$ cat src/rtl/servw_regs.vh
`ifndef SERVW_REGS_VH
`define SERVW_REGS_VH

// Encoding fields of the view registers (coproc 15, opc1 0)
`define SERVW_CP_NUM          4'hF
`define SERVW_OPC1            3'h0
`define SERVW_CRN             4'h5
`define SERVW_CRM_GRP4        4'h4
`define SERVW_CRM_GRP5        4'h5
`define SERVW_OP2_FEAT_HI     3'h4
`define SERVW_OP2_STAT_LO     3'h2
`define SERVW_OP2_AUXA_LO     3'h0
`define SERVW_OP2_AUXA_HI     3'h1
`define SERVW_OP2_AUXB_LO     3'h4
`define SERVW_OP2_AUXB_HI     3'h5

// Exception levels
`define SERVW_EL0             2'h0
`define SERVW_EL1             2'h1
`define SERVW_EL2             2'h2
`define SERVW_EL3             2'h3

// Result codes of an access
`define SERVW_RES_OK          3'h0
`define SERVW_RES_UNDEF       3'h1
`define SERVW_RES_TRAP_EL2    3'h2
`define SERVW_RES_TRAP_HYP    3'h3
`define SERVW_RES_TRAP_EL3    3'h4
`define SERVW_RES_TRAP_MON    3'h5

// Out-of-range policy choices
`define SERVW_OOR_UNKNOWN     2'h0
`define SERVW_OOR_RAZWI       2'h1
`define SERVW_OOR_NOP         2'h2
`define SERVW_OOR_UNDEF       2'h3

// Word halves of 64-bit record fields
`define SERVW_LO_MSB          31
`define SERVW_HI_LSB          32
`define SERVW_HI_MSB          63

// Zero words
`define SERVW_ZERO32          32'h00000000

`endif

$ cat src/rtl/servw_view.v
// How it works
// - Every view acts on the record named by the record select index.
// - The feature high view reads bits 63:32 of the record feature, c5,c4,4.
// - Aux A low view reads and writes bits 31:0 of aux A, at c5,c5,0.
// - Aux A high view reads and writes bits 63:32 of aux A, at c5,c5,1.
// - Aux B low view reads and writes bits 31:0 of aux B, at c5,c5,4.
// - Aux B high view reads and writes bits 63:32 of aux B, at c5,c5,5.
// - Status low view reads and writes bits 31:0 of status, at c5,c4,2.
// - Any view access from level 0 is undefined.
// - A zero count or index at or above it takes one permitted outcome.
// - 64-bit hypervisor trap bit set traps non-secure level 1 to level 2.
// - 32-bit hypervisor trap bit set gives a hyp trap for non-secure EL1.
// - 64-bit monitor trap bit set traps levels 1 and 2 to level 3.
// - 32-bit monitor trap bit set traps every mode above level 0 but monitor mode.
// - Traps resolve in the usual exception priority order.
// - One copy of each view serves both security states.
// - Without the error extension every view access is undefined.
`timescale 1ns/100ps
`default_nettype none
`include "servw_regs.vh"

module servw_view #(
    parameter       SEL_W     = 4,
    parameter [1:0] OOR_MODE  = `SERVW_OOR_RAZWI,
    parameter       EXT_IMPL  = 1
) (
    input  wire              clk_sys,
    input  wire              rst,
    // Coprocessor move request from the core
    input  wire              acc_valid,
    input  wire              acc_write,
    input  wire [3:0]        acc_cp,
    input  wire [2:0]        acc_opc1,
    input  wire [3:0]        acc_crn,
    input  wire [3:0]        acc_crm,
    input  wire [2:0]        acc_opc2,
    input  wire [31:0]       acc_wdata,
    // Core state
    input  wire [1:0]        cur_el,
    input  wire              cur_nonsecure,
    input  wire              cur_monitor_mode,
    input  wire              el2_impl,
    input  wire              el2_is64,
    input  wire              el3_impl,
    input  wire              el3_is64,
    input  wire              hyp64_error_trap_bit,
    input  wire              hyp32_error_trap_bit,
    input  wire              monitor64_error_trap_bit,
    input  wire              monitor32_error_trap_bit,
    input  wire [SEL_W-1:0]  record_select_index,
    input  wire [SEL_W:0]    implemented_record_count,
    // Selected record read data from record storage
    input  wire [63:0]       record_feature_reg,
    input  wire [63:0]       record_aux_a_reg,
    input  wire [63:0]       record_aux_b_reg,
    input  wire [31:0]       record_status_lo,
    // Record index and write strobes toward record storage
    output wire [SEL_W-1:0]  rec_index,
    output reg               rec_aux_a_lo_we_q,
    output reg               rec_aux_a_hi_we_q,
    output reg               rec_aux_b_lo_we_q,
    output reg               rec_aux_b_hi_we_q,
    output reg               rec_status_we_q,
    output reg  [31:0]       rec_wdata_q,
    // Answer to the core
    output reg               resp_valid_q,
    output reg  [2:0]        resp_code_q,
    output reg  [31:0]       resp_rdata_q
);

    // ------------------------------------------------------------
    // Decode
    // ------------------------------------------------------------

    // Common encoding prefix
    wire base_hit = (acc_cp == `SERVW_CP_NUM) &&
                    (acc_opc1 == `SERVW_OPC1) &&
                    (acc_crn == `SERVW_CRN);
    wire g4 = base_hit && (acc_crm == `SERVW_CRM_GRP4);
    wire g5 = base_hit && (acc_crm == `SERVW_CRM_GRP5);

    wire hit_feat = g4 && (acc_opc2 == `SERVW_OP2_FEAT_HI);
    wire hit_stat = g4 && (acc_opc2 == `SERVW_OP2_STAT_LO);
    wire hit_aalo = g5 && (acc_opc2 == `SERVW_OP2_AUXA_LO);
    wire hit_aahi = g5 && (acc_opc2 == `SERVW_OP2_AUXA_HI);
    wire hit_ablo = g5 && (acc_opc2 == `SERVW_OP2_AUXB_LO);
    wire hit_abhi = g5 && (acc_opc2 == `SERVW_OP2_AUXB_HI);
    wire hit_any  = hit_feat | hit_stat | hit_aalo | hit_aahi |
                    hit_ablo | hit_abhi;

    // Writes to the feature view are not a legal encoding
    wire bad_write = hit_feat && acc_write;

    // Index straight from the select field, one copy for both states
    assign rec_index = record_select_index;

    // Out-of-range selection
    wire oor = (implemented_record_count == {(SEL_W+1){1'b0}}) ||
               ({1'b0, record_select_index} >=
                implemented_record_count);

    // ------------------------------------------------------------
    // Permission and trap resolution
    // ------------------------------------------------------------

    // Priority: undefined first, then EL2 traps, then EL3 traps, then out-of-range undefined
    reg [2:0] code_d;
    always @* begin
        code_d = `SERVW_RES_OK;
        if (EXT_IMPL == 0 || bad_write) begin
            code_d = `SERVW_RES_UNDEF;
        end else if (cur_el == `SERVW_EL0) begin
            code_d = `SERVW_RES_UNDEF;
        end else if (el2_impl && el2_is64 && hyp64_error_trap_bit &&
                     cur_nonsecure && cur_el == `SERVW_EL1) begin
            code_d = `SERVW_RES_TRAP_EL2;
        end else if (el2_impl && !el2_is64 && hyp32_error_trap_bit &&
                     cur_nonsecure && cur_el == `SERVW_EL1) begin
            code_d = `SERVW_RES_TRAP_HYP;
        end else if (el3_impl && el3_is64 && monitor64_error_trap_bit &&
                     (cur_el == `SERVW_EL1 ||
                      cur_el == `SERVW_EL2)) begin
            code_d = `SERVW_RES_TRAP_EL3;
        end else if (el3_impl && !el3_is64 &&
                     monitor32_error_trap_bit &&
                     !cur_monitor_mode) begin
            code_d = `SERVW_RES_TRAP_MON;
        end else if (oor && OOR_MODE == `SERVW_OOR_UNDEF) begin
            code_d = `SERVW_RES_UNDEF;
        end
    end

    // Access really touches the record
    wire perform = acc_valid && hit_any && (code_d == `SERVW_RES_OK);
    wire oor_mute = oor && (OOR_MODE == `SERVW_OOR_RAZWI ||
                            OOR_MODE == `SERVW_OOR_NOP);
    wire do_wr = perform && acc_write && !oor_mute;

    // Read mux of the selected record
    reg [31:0] rdata_d;
    always @* begin
        rdata_d = `SERVW_ZERO32;
        if (hit_feat) begin
            rdata_d = record_feature_reg[`SERVW_HI_MSB:`SERVW_HI_LSB];
        end else if (hit_stat) begin
            rdata_d = record_status_lo;
        end else if (hit_aalo) begin
            rdata_d = record_aux_a_reg[`SERVW_LO_MSB:0];
        end else if (hit_aahi) begin
            rdata_d = record_aux_a_reg[`SERVW_HI_MSB:`SERVW_HI_LSB];
        end else if (hit_ablo) begin
            rdata_d = record_aux_b_reg[`SERVW_LO_MSB:0];
        end else if (hit_abhi) begin
            rdata_d = record_aux_b_reg[`SERVW_HI_MSB:`SERVW_HI_LSB];
        end
        if (oor_mute || acc_write) begin
            rdata_d = `SERVW_ZERO32;
        end
    end

    // ------------------------------------------------------------
    // Registered answer and write strobes
    // ------------------------------------------------------------

    // Unknown encodings are answered as undefined
    always @(posedge clk_sys) begin
        if (rst) begin
            resp_valid_q      <= 1'b0;
            resp_code_q       <= `SERVW_RES_OK;
            resp_rdata_q      <= `SERVW_ZERO32;
            rec_aux_a_lo_we_q <= 1'b0;
            rec_aux_a_hi_we_q <= 1'b0;
            rec_aux_b_lo_we_q <= 1'b0;
            rec_aux_b_hi_we_q <= 1'b0;
            rec_status_we_q   <= 1'b0;
            rec_wdata_q       <= `SERVW_ZERO32;
        end else begin
            resp_valid_q      <= acc_valid;
            resp_code_q       <= hit_any ? code_d : `SERVW_RES_UNDEF;
            resp_rdata_q      <= perform ? rdata_d : `SERVW_ZERO32;
            rec_aux_a_lo_we_q <= do_wr && hit_aalo;
            rec_aux_a_hi_we_q <= do_wr && hit_aahi;
            rec_aux_b_lo_we_q <= do_wr && hit_ablo;
            rec_aux_b_hi_we_q <= do_wr && hit_abhi;
            rec_status_we_q   <= do_wr && hit_stat;
            if (do_wr) begin
                rec_wdata_q <= acc_wdata;
            end
        end
    end

endmodule // servw_view

`default_nettype wire

$ cat config.mk
export PLATFORM = sky130hd
export DESIGN_NAME = servw_view
export DESIGN_NICKNAME = d
export VERILOG_FILES = /design/src/rtl/servw_view.v
export VERILOG_INCLUDE_DIRS = /design/src /design/src/rtl
export SDC_FILE = /design/constraint.sdc
export NUM_CORES = 1
export LEC_CHECK = 0
export BUFFER_PORTS_ARGS = -buffer_cell sky130_fd_sc_hd__clkbuf_2
export CORE_AREA = 2 2 145 147
export CTS_CLUSTER_SIZE = 12
export DETAILED_ROUTE_END_ITERATION = 12
export DIE_AREA = 0 0 147 149
export SLEW_MARGIN = 30
export SYNTH_ARGS = -nofsm -noshare
export SYNTH_HDL_FRONTEND = slang
export SYNTH_SLANG_ARGS = --single-unit
$ cat constraint.sdc
create_clock -name clk_sys -period 1.8 [get_ports clk_sys]
set_input_delay 0.09 -clock clk_sys [delete_from_list [all_inputs] [get_ports clk_sys]]
set_output_delay 0.09 -clock clk_sys [all_outputs]
set_load 0.005 [all_outputs]
Word-level counts from Yosys, hierarchy flattened
Cells that the tools add are included.
Widths: inputs -> output; s select.
{"block": "totals", "reg_bits": 73, "output_inout_bits": 77}
{"block": "classes", "n_bitwise": 7, "order_cmp": 1, "n_mux": 13, "reduce_logical": 48, "eq_ne": 10}
{"cell": "$mux 32", "n": 6}
{"cell": "$logic_and 1x1->1", "n": 34}
{"cell": "$mux 3", "n": 6}
{"cell": "$eq 4x3->1 const B", "n": 3}
{"cell": "$logic_not 3->1", "n": 3}
{"cell": "$eq 3x3->1 const B", "n": 2}
{"cell": "$ge 4x5->1", "n": 1}
{"cell": "$logic_not 5->1", "n": 1}
{"cell": "$or 1x1->1", "n": 5}
{"cell": "$eq 4x4->1 const B", "n": 1}
{"cell": "$logic_not 1->1", "n": 4}
{"cell": "$eq 3x1->1 const B", "n": 1}
{"cell": "$eq 3x2->1 const B", "n": 1}
{"cell": "$logic_or 1x1->1", "n": 3}
{"cell": "$reduce_or 3->1", "n": 1}
{"cell": "$eq 2x1->1 const B", "n": 1}
{"cell": "$eq 2x2->1 const B", "n": 1}
{"cell": "$logic_not 2->1", "n": 1}
{"cell": "$not 1->1", "n": 2}
{"cell": "$reduce_or 2->1", "n": 1}
{"cell": "$mux 1", "n": 1}

Depth between registers and ports, before layout
{"block": "depth", "word_depth": 15, "depth_mapped": 8}

Worst setup path before layout
Ideal clock, no wire load.
{"block": "synth_timing", "path_kind": "in2reg", "start": "input cur_el[0]", "end": "register rec_wdata_q[0]", "path_buffers": 1, "t_arrival_ns": 1.696, "stages": 8, "path_slack_ns": 0.032, "cell_sequence": "inv_1 -> ha_1 -> and3_1 -> o21ai_0 -> o21ai_1 -> nor4_4 -> buf_6 -> mux2i_1"}
{"block": "synth_via", "elab_chain_len": 12, "word_cells_on_any_way": 16}
{"element": "start: declaration", "line": "servw_view.v:39", "text": "input wire [1:0] cur_el,"}
{"element": "$eq 2x1->1 (no source line) or $eq 2x2->1 (tied branches)"}
{"element": "$logic_or 1x1->1 (no source line)"}
{"element": "$logic_and 1x1->1", "line": "servw_view.v:120", "text": "end else if (el3_impl && el3_is64 && monitor64_error_trap_bit &&"}
{"element": "$mux 3", "line": "servw_view.v:120"}
{"element": "$mux 3", "line": "servw_view.v:117", "text": "end else if (el2_impl && !el2_is64 && hyp32_error_trap_bit &&"}
{"element": "$mux 3", "line": "servw_view.v:114", "text": "end else if (el2_impl && el2_is64 && hyp64_error_trap_bit &&"}
{"element": "$mux 3 *", "line": "servw_view.v:112", "text": "end else if (cur_el == `SERVW_EL0) begin"}
{"element": "$mux 3 *", "line": "servw_view.v:110", "text": "if (EXT_IMPL == 0 || bad_write) begin"}
{"element": "$logic_not 3->1 (no source line) *"}
{"element": "$logic_and 1x1->1 *", "line": "servw_view.v:134", "text": "wire perform = acc_valid && hit_any && (code_d == `SERVW_RES_OK);"}
{"element": "$logic_and 1x1->1 * (2 in a row)", "line": "servw_view.v:137", "text": "wire do_wr = perform && acc_write && !oor_mute;"}
{"element": "end signal: assignment", "line": "servw_view.v:176", "text": "rec_wdata_q <= `SERVW_ZERO32;"}
{"element": "end signal: assignment", "line": "servw_view.v:187", "text": "rec_wdata_q <= acc_wdata;"}
{"element": "end: declaration", "line": "servw_view.v:64", "text": "output reg [31:0] rec_wdata_q,"}
Every way passes the cells marked *; elsewhere a longest branch is shown, timed or not.
A chain may end at the register's enable or synchronous reset.

Worst setup path in the final report
{"block": "layout_timing", "start": "input cur_el[0]", "end": "register rec_wdata_q[9]"}
The elaborated chain is that of the path after synthesis.

==> impl_results.md <==
- Dominant cell type by area after synthesis: dfxtp_1
- Worst stage delay on the critical path: about 0.27 ns
- Area growth from synthesis to layout: 62.29%
- Crit end category: flop
- YS warnings: 0
- Lkg Pwr: approximately 3.5 nW
- Post-Route WL: between 20000 and 25000 um
- Synth Instances: 569
- Max-slew violations: 0
- Setup TNS: 0 ns
- Hold Crit Class: input port to flop
- Average cell area after synthesis: between 8 and 9 um2
- Area share of the largest cell type after synthesis: 0.3048
- Hold Crit Start: record_feature_reg[34]
- Final ANT Viol Nets: 0
- Max Cap Viol: 0
- Status: finished clean
- Internal: 0.003261 W
- Synthesized area: ~4800 um2
- Diode count: 0
- Die Y: about 150 um
- Ratio of final minimum period to clock period: 0.9273
- Vias in the first global route: roughly 5800
- Sequential area share after synthesis: 0.3048
- DIE AREA: roughly 22000 um2
- Initial Util: 0.2332
- Crit-path slowest cell: ha_1
- Number of synthesized flops with an enable pin: 0
- DR WL/cell: 16.46 um
- CP Max Fanout: 16
- Setup Crit Path Kind: input port to flop
- Crit-path cells: clkbuf_2, inv_1, ha_1, and3_1, o21ai_0, o21ai_1, nor4_4, buf_4, buf_6, mux2i_1
- Filler Cell Count: about 2100
- RR Startpoint: rec_wdata_q[13]
- CTS Buf Count: 9
- Port bufs: between 300 and 400
- Dpl cell area: a little over 7000 um2
- Layout Skew: 0 ns
- CORE AREA: 20560 um2
- Period minus WS final: between 1.5 and 2 ns
- Most frequent cell after synthesis: nand2b_1
- Initial DRC Count: 245
- Startpoint Class: input port
- Layout cells sized above 1: 0.4408
- Root Driver: clkbuf_16
- Pwr Density: ~550 nW/um2
- Final Hold Vio Count: 0
- Total gr overflow: 0
- Clk buf depth: 2
- 1st-pass router iterations: 7
- First-pass GRT wire length: around 30000 um
- Die width: roughly 150 um
- Top cells by count, synth: nand2b_1, dfxtp_1, inv_1
- RSZ-0062 raised after global routing: true
- Part of the power in the clock network: 0.476
- Clock slew at reported path FFs: about 0.060 ns
- Final setup fails: 0
- Via/cell ratio: 4.725
- Crit path DAT: between 1.5 and 2 ns
- Post-synth top flop: dfxtp_1
- Via Count: ~5800
- CTS tree: built
- Post-synth cell types: 46
- Row count: 53
- DRC Markers: 0
- Worst Tran Pin Value: between 0.4 and 0.5 ns
- Sequential share of power: 0.377
- Comb power frac: 0.147
- Top Registers: rec_wdata_q: 32 flops, resp_rdata_q: 32 flops, resp_code_q: 3 flops
- Fraction of registers with async set/reset: 0
- Design area: between 7000 and 8000 um2
- Sink Count: 73
- Utilization after layout: 0.3785
- Switching power share of the total: 0.2400
- RD Place Congestion: between 0.8 and 0.9
- Top cells by area, synth: dfxtp_1, nand2b_1, mux2i_1, o2bb2ai_1, a221oi_1
- Synth Register Bits: between 70 and 80
- Final HPWL DP: around 15000 um
- Top-level I/O count: approximately 380
- Clk_lat worst skew: around 0.34 ns
- GRT Util Overall: 0.1782
- Critical path launch point: cur_el[0]
- Largest net degree at the start of global routing: 50
- Syn_nets: 874
- Fin Hold WS: about 0.050 ns
- # H-tree levels: 3
- Max VDD drop: roughly 0.34 mV
- NetSw: about 0.0010 W
- Required time worst endpoint: 2.07 ns
- Slew headroom: 0.6951
- Multi-input logic area: about 2900 um2
- Sequential cell area: roughly 1500 um2
- Final #Nets: ~1200
- FMAX: ~600 MHz
- Initial antenna violation count: 1
worst paths after layout:
kind                            slack (ns)               to  cells after the start
worst max register to register        1.16  rec_wdata_q[13]                      2
worst min register to register        0.47   rec_wdata_q[8]                      2
worst max-delay path                  0.13   rec_wdata_q[9]                     10
worst min-delay path                  0.05  resp_rdata_q[2]                      3
routing by layer:
metal / share of wire / track usage / vias to the layer above / wire [um]
met5: 0.00065 / 0 / - / 13
met4: 0.030 / 0.07548 / 2 / 595
met3: 0.069 / 0.03914 / 40 / 1387
met2: 0.48 / 0.3096 / 271 / 9674
met1: 0.42 / 0.2131 / 2620 / 8428
li1: - / - / 2836 / -
stage by stage:
stage          power, W  instances  worst slack, ns
4_1_cts        0.004365       1219           0.1327
6_report       0.004291       1221           0.1308
2_1_floorplan  0.001845        569          0.03233
5_1_grt        0.004477       1221        -0.009483
3_3_place_gp   0.002224       1170          -0.1527
3_5_place_dp   0.002224       1170          -0.2550
logic make-up after synthesis:
family | synth area share
AO/OA/AOI/OAI | 0.2443
buffers and inverters | 0.09629
adder cells (fa/ha/maj) | 0.01566
multiplexers | 0.06681
AND/OR/NAND/NOR | 0.2722
flip-flops | 0.3048
what timing repair did:
| item | CTS | global route |
|---|---|---|
| gates resized for setup | 0 | 1 |
| setup endpoints to repair | 0 | 22 |
| hold endpoints to repair | 33 | 0 |
| hold buffers | 33 | 0 |
| buffers inserted | 0 | 1 |
worst max-delay path, delay by kind of cell:
family,cells,cell delay (ns)
adders and majority gates,1,0.27
muxes,1,0.21
and+or+nand+nor,2,0.38
AOI/OAI and AO/OA,2,0.44
buffers and inverters,4,0.55
power groups by stage:
stage	logic [W]	registers [W]	clock network, W
2_1_floorplan	0.000190	0.00165	0
3_3_place_gp	0.000570	0.00165	0
3_5_place_dp	0.000569	0.00165	0
4_1_cts	0.000633	0.00162	0.00211
5_1_grt	0.000695	0.00162	0.00217
6_report	0.000629	0.00162	0.00204
cell usage in the layout (no fill, tap or decap), types with 2 or more instances in the layout:
cell and count:
nor3b_1 5, o21ai_0 2, nor3_1 2, dlygate4sd3_1 33, and2_1 2, nor2b_1 4
nor4b_1 3, o21a_1 32, inv_1 40, and3_1 3, ha_1 6, o2bb2ai_1 32
clkbuf_16 10, inv_6 2, nand2b_1 100, mux2i_1 32, a21o_1 2, nor4_1 2
dfxtp_1 73, nor4_4 3, nand4_1 33, nand3_1 35, nor2_1 4, clkbuf_2 343
bufinv_16 2, buf_12 12, nand4bb_1 3, a221oi_1 31, nand2_1 2, buf_4 36
a21oi_1 2, a22oi_1 32
cell type report:
cell class | instances | area share
Multi-Input combinational cell | 391 | 0.3730
Timing Repair Buffer | 426 | 0.3333
Sequential cell | 73 | 0.1878
Tap cell | 275 | 0.04422
Clock buffer | 11 | 0.03119
Inverter | 40 | 0.01930
Clock inverter | 5 | 0.01110
Power figures use the tool's default switching activity.
